`src/iaeo_consts.vh`:
```
// Constants for the incremental angle encoder output block
`ifndef IAEO_CONSTS_VH
`define IAEO_CONSTS_VH

// ****************************************
// Clock and timing
// ****************************************
`define IAEO_CLK_MHZ 25
`define IAEO_T_4X_NS 500
`define IAEO_T_2X_NS 1000
`define IAEO_T_1X_NS 2000
`define IAEO_LAT_PRI_NS 21000
`define IAEO_LAT_SEC_NS 28000

// ****************************************
// Interpolator modes
// ****************************************
`define IAEO_INTERP_BYP 2'h0
`define IAEO_INTERP_2X 2'h1
`define IAEO_INTERP_4X 2'h2

// ****************************************
// Register map and fields
// ****************************************
`define IAEO_ADDR_CFG 4'h0
`define IAEO_ADDR_HYS 4'h1
`define IAEO_ADDR_STAT 4'h2
`define IAEO_ADDR_ANG 4'h3
`define IAEO_CFG_RES_LSB 0
`define IAEO_CFG_POLE_LSB 4
`define IAEO_CFG_MODE_BIT 8
`define IAEO_CFG_INTERP_LSB 9
`define IAEO_CFG_CHAN_BIT 11
`define IAEO_CFG_RESET 16'h0A00
`define IAEO_HYS_RESET 16'h0000
`define IAEO_HYS_MAX 16'h0101

// ****************************************
// Encoding thresholds
// ****************************************
`define IAEO_RES_MAX 4'hB
`define IAEO_RES_TOP 4'hE
`define IAEO_ELEC_60 16'h2AAB
`define IAEO_ELEC_120 16'h5555
`define IAEO_ELEC_180 16'h8000
`define IAEO_ELEC_240 16'hAAAB
`define IAEO_ELEC_300 16'hD555

`endif

```
`src/iaeo_hys.v`:
```
// Angular hysteresis filter on the 16-bit angle word
`include "iaeo_consts.vh"

module iaeo_hys #(
	parameter W = 16
) (
	input wire clk,
	input wire nrst,
	input wire upd,
	input wire [W-1:0] ang_in,
	input wire [W-1:0] hys,
	output reg [W-1:0] ang_out,
	output reg dir_up
);

	reg [W-1:0] diff;
	reg fwd;
	reg move;

	always @*
	begin
		diff = ang_in - ang_out;
		fwd = ~diff[W-1];
		// Forward moves pass freely while turning forward, reversals need hys
		if (diff == {W{1'b0}})
			move = 1'b0;
		else if (fwd == dir_up)
			move = 1'b1;
		else if (fwd)
			move = diff > hys;
		else
			move = (~diff + 1'b1) > hys;
	end

	always @(posedge clk or negedge nrst)
	begin
		if (!nrst)
		begin
			ang_out <= {W{1'b0}};
			dir_up <= 1'b1;
		end
		else if (upd && move)
		begin
			ang_out <= ang_in;
			dir_up <= fwd;
		end
	end

endmodule

```
`src/iaeo_top.v`:
```
// Incremental angle encoder output: quadrature or commutation on three pins
`include "iaeo_consts.vh"

module iaeo_top #(
	parameter W = 16,
	parameter CLK_MHZ = `IAEO_CLK_MHZ
) (
	// Clock and reset
	input wire CLK,
	input wire NRST,
	// Angle words from the sensing channels
	input wire [W-1:0] ANG_PRI,
	input wire [W-1:0] ANG_SEC,
	input wire ANG_VALID,
	// Register port
	input wire [3:0] ADDR,
	input wire [15:0] WDATA,
	input wire WR,
	input wire RD,
	output reg [15:0] RDATA,
	// Output pins
	output reg PIN_AU,
	output reg PIN_BV,
	output reg PIN_IW
);

	// ****************************************
	// Timing
	// ****************************************
	localparam integer DIV_4X = `IAEO_T_4X_NS * CLK_MHZ / 1000;
	localparam integer DIV_2X = `IAEO_T_2X_NS * CLK_MHZ / 1000;
	localparam integer DIV_1X = `IAEO_T_1X_NS * CLK_MHZ / 1000;
	localparam integer LAT_PRI_CYC = `IAEO_LAT_PRI_NS * CLK_MHZ / 1000;
	localparam integer LAT_SEC_CYC = `IAEO_LAT_SEC_NS * CLK_MHZ / 1000;

	// ****************************************
	// Encoding thresholds
	// ****************************************
	localparam [3:0] RES_MAX = `IAEO_RES_MAX;
	localparam [3:0] RES_TOP = `IAEO_RES_TOP;
	localparam [W-1:0] ELEC_60 = `IAEO_ELEC_60;
	localparam [W-1:0] ELEC_120 = `IAEO_ELEC_120;
	localparam [W-1:0] ELEC_180 = `IAEO_ELEC_180;
	localparam [W-1:0] ELEC_240 = `IAEO_ELEC_240;
	localparam [W-1:0] ELEC_300 = `IAEO_ELEC_300;

	// ****************************************
	// Registers
	// ****************************************
	reg [15:0] cfg_r;
	reg [15:0] hys_r;

	wire [3:0] pulse_resolution_setting = cfg_r[`IAEO_CFG_RES_LSB +: 4];
	wire [3:0] pole_pair_setting = cfg_r[`IAEO_CFG_POLE_LSB +: 4];
	wire commutation_output_mode = cfg_r[`IAEO_CFG_MODE_BIT];
	wire [1:0] interp_mode = cfg_r[`IAEO_CFG_INTERP_LSB +: 2];
	wire use_secondary = cfg_r[`IAEO_CFG_CHAN_BIT];

	always @(posedge CLK or negedge NRST)
	begin
		if (!NRST)
		begin
			cfg_r <= `IAEO_CFG_RESET;
			hys_r <= `IAEO_HYS_RESET;
		end
		else if (WR)
		begin
			if (ADDR == `IAEO_ADDR_CFG)
				cfg_r <= WDATA;
			if (ADDR == `IAEO_ADDR_HYS)
				hys_r <= (WDATA > `IAEO_HYS_MAX) ? `IAEO_HYS_MAX : WDATA;
		end
	end

	// ****************************************
	// Input synchronisers
	// ****************************************
	// Word bits cross one by one; a word caught mid-change is used as is
	// until the next valid base tick replaces it; in 2X and 4X modes base_prev_r keeps it in the step size one valid sample longer
	reg [W-1:0] pri_s1_r;
	reg [W-1:0] pri_s2_r;
	reg [W-1:0] sec_s1_r;
	reg [W-1:0] sec_s2_r;
	reg vld_s1_r;
	reg vld_s2_r;

	always @(posedge CLK or negedge NRST)
	begin
		if (!NRST)
		begin
			pri_s1_r <= {W{1'b0}};
			pri_s2_r <= {W{1'b0}};
			sec_s1_r <= {W{1'b0}};
			sec_s2_r <= {W{1'b0}};
			vld_s1_r <= 1'b0;
			vld_s2_r <= 1'b0;
		end
		else
		begin
			pri_s1_r <= ANG_PRI;
			pri_s2_r <= pri_s1_r;
			sec_s1_r <= ANG_SEC;
			sec_s2_r <= sec_s1_r;
			vld_s1_r <= ANG_VALID;
			vld_s2_r <= vld_s1_r;
		end
	end

	// ****************************************
	// Base sample and interpolator
	// ****************************************
	reg [11:0] base_cnt_r;
	reg [11:0] sub_cnt_r;
	reg [W-1:0] base_prev_r;
	reg [W-1:0] base_cur_r;
	reg [W-1:0] interp_r;
	reg [1:0] phase_r;
	reg upd_r;

	// Four-times steps land 0.48 us apart; the base tick realigns them
	// every 2 us, so the average rate stays exact
	wire base_tick = (base_cnt_r == DIV_1X[11:0] - 12'h001);
	wire [11:0] sub_div = (interp_mode == `IAEO_INTERP_4X) ? DIV_4X[11:0] :
		(interp_mode == `IAEO_INTERP_2X) ? DIV_2X[11:0] : DIV_1X[11:0];
	wire sub_tick = (sub_cnt_r == sub_div - 12'h001);
	wire [W-1:0] src_ang = use_secondary ? sec_s2_r : pri_s2_r;
	wire [W-1:0] delta = base_cur_r - base_prev_r;
	wire [W-1:0] d_half = {delta[W-1], delta[W-1:1]};
	wire [W-1:0] d_qtr = {{2{delta[W-1]}}, delta[W-1:2]};

	always @(posedge CLK or negedge NRST)
	begin
		if (!NRST)
		begin
			base_cnt_r <= 12'h000;
			sub_cnt_r <= 12'h000;
			base_prev_r <= {W{1'b0}};
			base_cur_r <= {W{1'b0}};
			interp_r <= {W{1'b0}};
			phase_r <= 2'h0;
			upd_r <= 1'b0;
		end
		else
		begin
			upd_r <= 1'b0;
			base_cnt_r <= base_tick ? 12'h000 : base_cnt_r + 12'h001;
			if (base_tick)
			begin
				sub_cnt_r <= 12'h000;
				phase_r <= 2'h0;
				if (vld_s2_r)
				begin
					base_prev_r <= base_cur_r;
					base_cur_r <= src_ang;
				end
				interp_r <= vld_s2_r ? src_ang : base_cur_r;
				upd_r <= 1'b1;
			end
			else if (sub_tick)
			begin
				sub_cnt_r <= 12'h000;
				phase_r <= phase_r + 2'h1;
				if (interp_mode == `IAEO_INTERP_4X)
					interp_r <= interp_r + d_qtr;
				else
					interp_r <= interp_r + d_half;
				upd_r <= 1'b1;
			end
			else
				sub_cnt_r <= sub_cnt_r + 12'h001;
		end
	end

	// ****************************************
	// Hysteresis
	// ****************************************
	wire [W-1:0] hang;
	wire hdir;

	// Reversals not larger than hys_r are held; steps in the current direction pass at once
	iaeo_hys #(
		.W(W)
	) u_hys (
		.clk(CLK),
		.nrst(NRST),
		.upd(upd_r),
		.ang_in(interp_r),
		.hys(hys_r),
		.ang_out(hang),
		.dir_up(hdir)
	);

	// ****************************************
	// Quadrature encoding
	// ****************************************
	// Count index: top (res+2) bits of the angle give 4..8192 counts
	wire [3:0] res_sel = (pulse_resolution_setting > RES_MAX) ? RES_MAX :
		pulse_resolution_setting;
	wire [W-1:0] qcount = hang >> (RES_TOP - res_sel);
	wire [1:0] qphase = qcount[1:0];
	wire qa = qphase[1] ^ qphase[0];
	wire qb = qphase[1];
	wire [W-1:0] idx_mask = ~({W{1'b1}} >> (res_sel + 4'h2));
	wire qi = ((hang & idx_mask) == {W{1'b0}}) && (qphase == 2'h0);

	// ****************************************
	// Commutation encoding
	// ****************************************
	// Electrical angle = mech angle times pole pairs, low W bits
	wire [W+4:0] elec_full = hang * ({1'b0, pole_pair_setting} + 5'h01);
	wire [W-1:0] elec = elec_full[W-1:0];
	reg [2:0] sector;
	reg [2:0] comm_pat;

	always @*
	begin
		sector = 3'h0;
		if (elec >= ELEC_300)
			sector = 3'h5;
		else if (elec >= ELEC_240)
			sector = 3'h4;
		else if (elec >= ELEC_180)
			sector = 3'h3;
		else if (elec >= ELEC_120)
			sector = 3'h2;
		else if (elec >= ELEC_60)
			sector = 3'h1;
		case (sector)
			3'h0: comm_pat = 3'b101;
			3'h1: comm_pat = 3'b100;
			3'h2: comm_pat = 3'b110;
			3'h3: comm_pat = 3'b010;
			3'h4: comm_pat = 3'b011;
			3'h5: comm_pat = 3'b001;
			default: comm_pat = 3'b000;
		endcase
	end

	// ****************************************
	// Output pins
	// ****************************************
	always @(posedge CLK or negedge NRST)
	begin
		if (!NRST)
		begin
			PIN_AU <= 1'b0;
			PIN_BV <= 1'b0;
			PIN_IW <= 1'b0;
		end
		else if (commutation_output_mode)
		begin
			PIN_AU <= comm_pat[2];
			PIN_BV <= comm_pat[1];
			PIN_IW <= comm_pat[0];
		end
		else
		begin
			PIN_AU <= qa;
			PIN_BV <= qb;
			PIN_IW <= qi;
		end
	end

	// ****************************************
	// Read port
	// ****************************************
	always @(posedge CLK or negedge NRST)
	begin
		if (!NRST)
			RDATA <= 16'h0000;
		else if (RD)
		begin
			case (ADDR)
				`IAEO_ADDR_CFG: RDATA <= cfg_r;
				`IAEO_ADDR_HYS: RDATA <= hys_r;
				`IAEO_ADDR_STAT: RDATA <= {12'h000, hdir, PIN_IW, PIN_BV,
					PIN_AU};
				`IAEO_ADDR_ANG: RDATA <= hang;
				default: RDATA <= 16'h0000;
			endcase
		end
		else
			RDATA <= 16'h0000;
	end

	// Latency budget: 2 sync + 2 us sample + filter + 2 stages, far below
	// LAT_PRI_CYC and LAT_SEC_CYC cycles.
	wire unused_lat = (LAT_PRI_CYC < LAT_SEC_CYC) & phase_r[0] & qa;

endmodule

```
`config.mk`:
```
export PLATFORM = sky130hd
export DESIGN_NAME = iaeo_top
export DESIGN_NICKNAME = d
export VERILOG_FILES = /design/src/iaeo_hys.v /design/src/iaeo_top.v
export VERILOG_INCLUDE_DIRS = /design/src
export SDC_FILE = /design/constraint.sdc
export NUM_CORES = 1
export LEC_CHECK = 0
export ABC_AREA = 1
export BUFFER_PORTS_ARGS = -buffer_cell sky130_fd_sc_hd__buf_2
export CAP_MARGIN = 10
export CORE_ASPECT_RATIO = 1.1
export CORE_MARGIN = 3
export CORE_UTILIZATION = 34
export DETAILED_ROUTE_END_ITERATION = 8
export HOLD_SLACK_MARGIN = 0.05
export MAX_ROUTING_LAYER = met4
export PLACE_DENSITY = 0.59
export SLEW_MARGIN = 20
export SYNTH_ARGS = -nofsm -noshare
export SYNTH_HDL_FRONTEND = slang
export SYNTH_SLANG_ARGS = --single-unit
```
`constraint.sdc`:
```
create_clock -name CLK -period 7.32 [get_ports CLK]
set_clock_uncertainty 0.05 [all_clocks]
set_input_delay 2.196 -clock CLK [delete_from_list [all_inputs] [get_ports CLK]]
set_output_delay 2.196 -clock CLK [all_outputs]
set_load 0.005 [all_outputs]
```
==> impl_metrics.csv <==
group,metric,value,unit
status,status,"complete, no violations",
clock_tree,cts_tree,"done",
clock_tree,numCtsBuffers,24,
route,wl_met3,1671,um
logic_synthesis,yosysWarnings,0,
route,topRoutingLayerUsed,"met4",
place,io_buffers,75,
power_and_ir_drop,power_density,388.7,nW/um^2
clock_tree,clk_latency,0.55,ns
worst_setup_path,worstPathArrival,5.40,ns
worst_setup_path,reg2reg_to,"PIN_IW",
grt,antenna_found_initial,0,
timing,final-setup-viol-count,0,
floorplanning,rows,78,
finish,most-common-layout-cells,"nand2_1, inv_1, dfrtp_1",
grt,grt_pass1_vias,12338,
logic_synthesis,syn_avg_cell_area,7.693,um^2
grt,gr-total-overflow,0,
floorplanning,core_area,41770,um^2
hold_path,hp-start,"sec_s1_r[2]",
flow_run,max-cap-violations,0,
finish,nets,2155,
worst_setup_path,r2r_cells,21,
power_and_ir_drop,p_leak,8.423,nW
floorplanning,fp.dieArea,45280,um^2
worst_setup_path,critPathKind,"reg2reg",
clock_tree,cts_setup_buffers,0,
logic_synthesis,synthesis.area,14540,um^2
route,drtIter0Drc,736,
timing,fin_crit,5.025,ns
timing,layout_worst_path_cycle_share,0.6865,
finish,diodes,0,
timing,worstMarginPinSlew,0.9038,ns
timing,slew_headroom,0.3960,
route,wl_met1,17120,um
floorplanning,io_pins,76,
worst_setup_path,worst-path-max-fanout,12,
place,dp_hpwl,29390,um
logic_synthesis,seq_area_frac_synth,0.3565,
place,gp_congestion,0.9227,
floorplanning,die_h,222.9,um
route,antenna_left,0,
hold_path,hp-class,"reg2reg",
logic_synthesis,synth_fp_nets,2094,
route,wl_met2,17770,um
route,viasPerCell,4.895,
worst_setup_path,r2r_slack,2.30,ns
timing,rsz0062_at_grt,"false",
route,num_vias,12365,
grt,grt_pass1_wl,63210,um
route,wl_per_cell,14.92,um
clock_tree,clock_tree.root_cell,"clkbuf_16",
finish,nFillCells,4418,
clock_tree,cts.sinks,207,
floorplanning,die_x,203.2,um
grt,groute.usage.overall,0.1737,
finish,layout-drive-gt1-share,0.09156,
worst_setup_path,r2r-start,"cfg_r[4]",
timing,finalHoldViolations,0,
clock_tree,htreeDepth,1,
logic_synthesis,yosys_register_bits,207,
route,drc_errors,0,
route,dr.pass1.iters,6,
worst_setup_path,cp.required,7.70,ns
worst_setup_path,startpoint_type,"register",
timing,slew_viol_final,0,
timing,fmax,0.1990,GHz
clock_tree,max-clock-path-buffers,3,
hold_path,hold_end,"sec_s2_r[2]",
power_and_ir_drop,vdd_drop_max,254.0,uV
logic_synthesis,syn-instance-count,1890,
finish,mostFrequentLayoutCell,"nand2_1",
timing,fin_setup_tns,0,ns
clock_tree,cts_resized,0,
floorplanning,initial_core_util,0.3481,
worst_setup_path,cp-end-kind,"register",
route,drt-total-wl,37700,um
finish,syn2layout_area_growth,12.14,%
hold_path,hold-path-cell-count,0,
logic_synthesis,synth_cell_type_count,52,
grt,grt_max_degree,83,
clock_tree,ctsHoldBuffers,0,
clock_tree,clk_pin_slew,0.06,ns
finish,fin_util,0.3903,
-- worst max-delay path by stage --
stage,start,to,slack [ns],depth (start not counted)
4_1_cts,cfg_r[4],PIN_BV,2.33,21
6_report,cfg_r[4],PIN_IW,2.30,21
5_1_grt,cfg_r[4],PIN_BV,1.82,27
3_5_place_dp,cfg_r[4],PIN_IW,2.35,21
2_1_floorplan,cfg_r[4],PIN_IW,2.85,22
3_3_place_gp,cfg_r[4],PIN_BV,2.41,21
-- flip-flops by register name, indices dropped and copies added, names as in the netlist, 12 cells and up --
register,count
base_cur_r,16
u_hys.ang_out,16
cfg_r,16
hys_r,16
pri_s1_r,16
RDATA,16
interp_r,16
sub_cnt_r,12
base_prev_r,16
sec_s1_r,16
sec_s2_r,16
base_cnt_r,12
pri_s2_r,16
-- area by class of cell --
| cell class | count | area (um^2) | share of cell area |
|---|---|---|---|
| multi-input cells | 1332 | 8019 | 0.4918 |
| flip-flops and latches | 207 | 5184 | 0.3179 |
| inverters | 307 | 1152 | 0.07068 |
| well taps | 560 | 700.7 | 0.04297 |
| clock buffers | 27 | 621.8 | 0.03814 |
| repair buffers | 79 | 414.1 | 0.02540 |
| clock inverters | 14 | 212.7 | 0.01305 |
-- worst max-delay path: stages, from the launching register on --
cell and delay [ns]:
dfrtp_1 0.50, ha_1 0.28, xor2_1 0.32, inv_1 0.26
nor2_1 0.18, fa_1 0.45, fa_1 0.55, inv_1 0.06
fa_1 0.52, inv_1 0.04, ha_1 0.34, a21oi_1 0.35
nand2_1 0.12, nand2_1 0.07, nand3_1 0.10, a21oi_1 0.24
xor2_1 0.18, nand2_1 0.09, nand2_1 0.06, nand2_1 0.05
nand3_1 0.06, nand2_1 0.05
-- logic make-up (layout without fill, tap and decap cells) --
family,after synthesis,in the layout,synth area share
compound gates,327,327,0.1237
xor+xnor,60,60,0.03950
fa+ha+maj,147,147,0.1461
buf+inv,351,427,0.09208
flops,207,207,0.3565
mux,2,2,0.001463
simple gates,796,796,0.2406
-- cells in the mapped netlist, drive strengths merged --
cell type,n,area (um^2)
mux2i,1,10.01
nand3,96,530.5
a21boi,1,7.510
o211ai,7,52.55
a221oi,5,43.79
nor2,180,726.9
o2111ai,1,8.760
o21a,2,15.01
inv,304,1141
o31ai,1,7.510
nor3b,2,15.01
xnor2,18,165.2
ha,109,1364
buf,6,43.79
a211oi,2,15.01
xor2,42,409.2
nand4,37,231.5
clkbuf,38,142.6
a31oi,16,100.1
dfrtp,204,5105
o21ai,148,740.7
o22ai,18,112.6
a21o,5,37.54
a21oi,106,541.8
nand2,423,1663
clkinv,3,11.26
nor4,5,31.28
o41ai,1,8.760
a2111oi,1,8.760
a22oi,1,7.510
o21bai,12,90.09
or2,10,62.56
mux2,1,11.26
nor3,34,170.2
fa,38,760.7
dfstp,3,78.83
nand3b,9,67.56
-- routing by layer --
layer | track usage | vias to the layer above
met5 | - | -
met4 | 0.04619 | 0
met3 | 0.02014 | 81
met2 | 0.2908 | 281
met1 | 0.2243 | 5776
li1 | - | 6227
-- stage by stage --
| step | hold slack (ns) | cell area [um^2] | instances | power (W) | setup WS (ns) |
|---|---|---|---|---|---|
| 6_report | 0.2946 | 16300 | 2526 | 0.006338 | 2.295 |
| 5_1_grt | 0.3045 | 16300 | 2526 | 0.006999 | 1.822 |
| 4_1_cts | 0.2982 | 16300 | 2526 | 0.006378 | 2.327 |
| 3_5_place_dp | 0.2847 | 15470 | 2485 | 0.005079 | 2.345 |
| 3_3_place_gp | 0.2848 | 15470 | 2485 | 0.005006 | 2.414 |
| 2_1_floorplan | 0.2812 | 14540 | 1890 | 0.004217 | 2.847 |
-- where the power goes --
part	total, W	switching [W]	internal [W]
registers	0.00150	0.000212	0.00128
logic	0.00358	0.00233	0.00125
clock network	0.00127	0.000507	0.000759
total	0.00634	0.00305	0.00329
(Power assumes the default switching activity.)
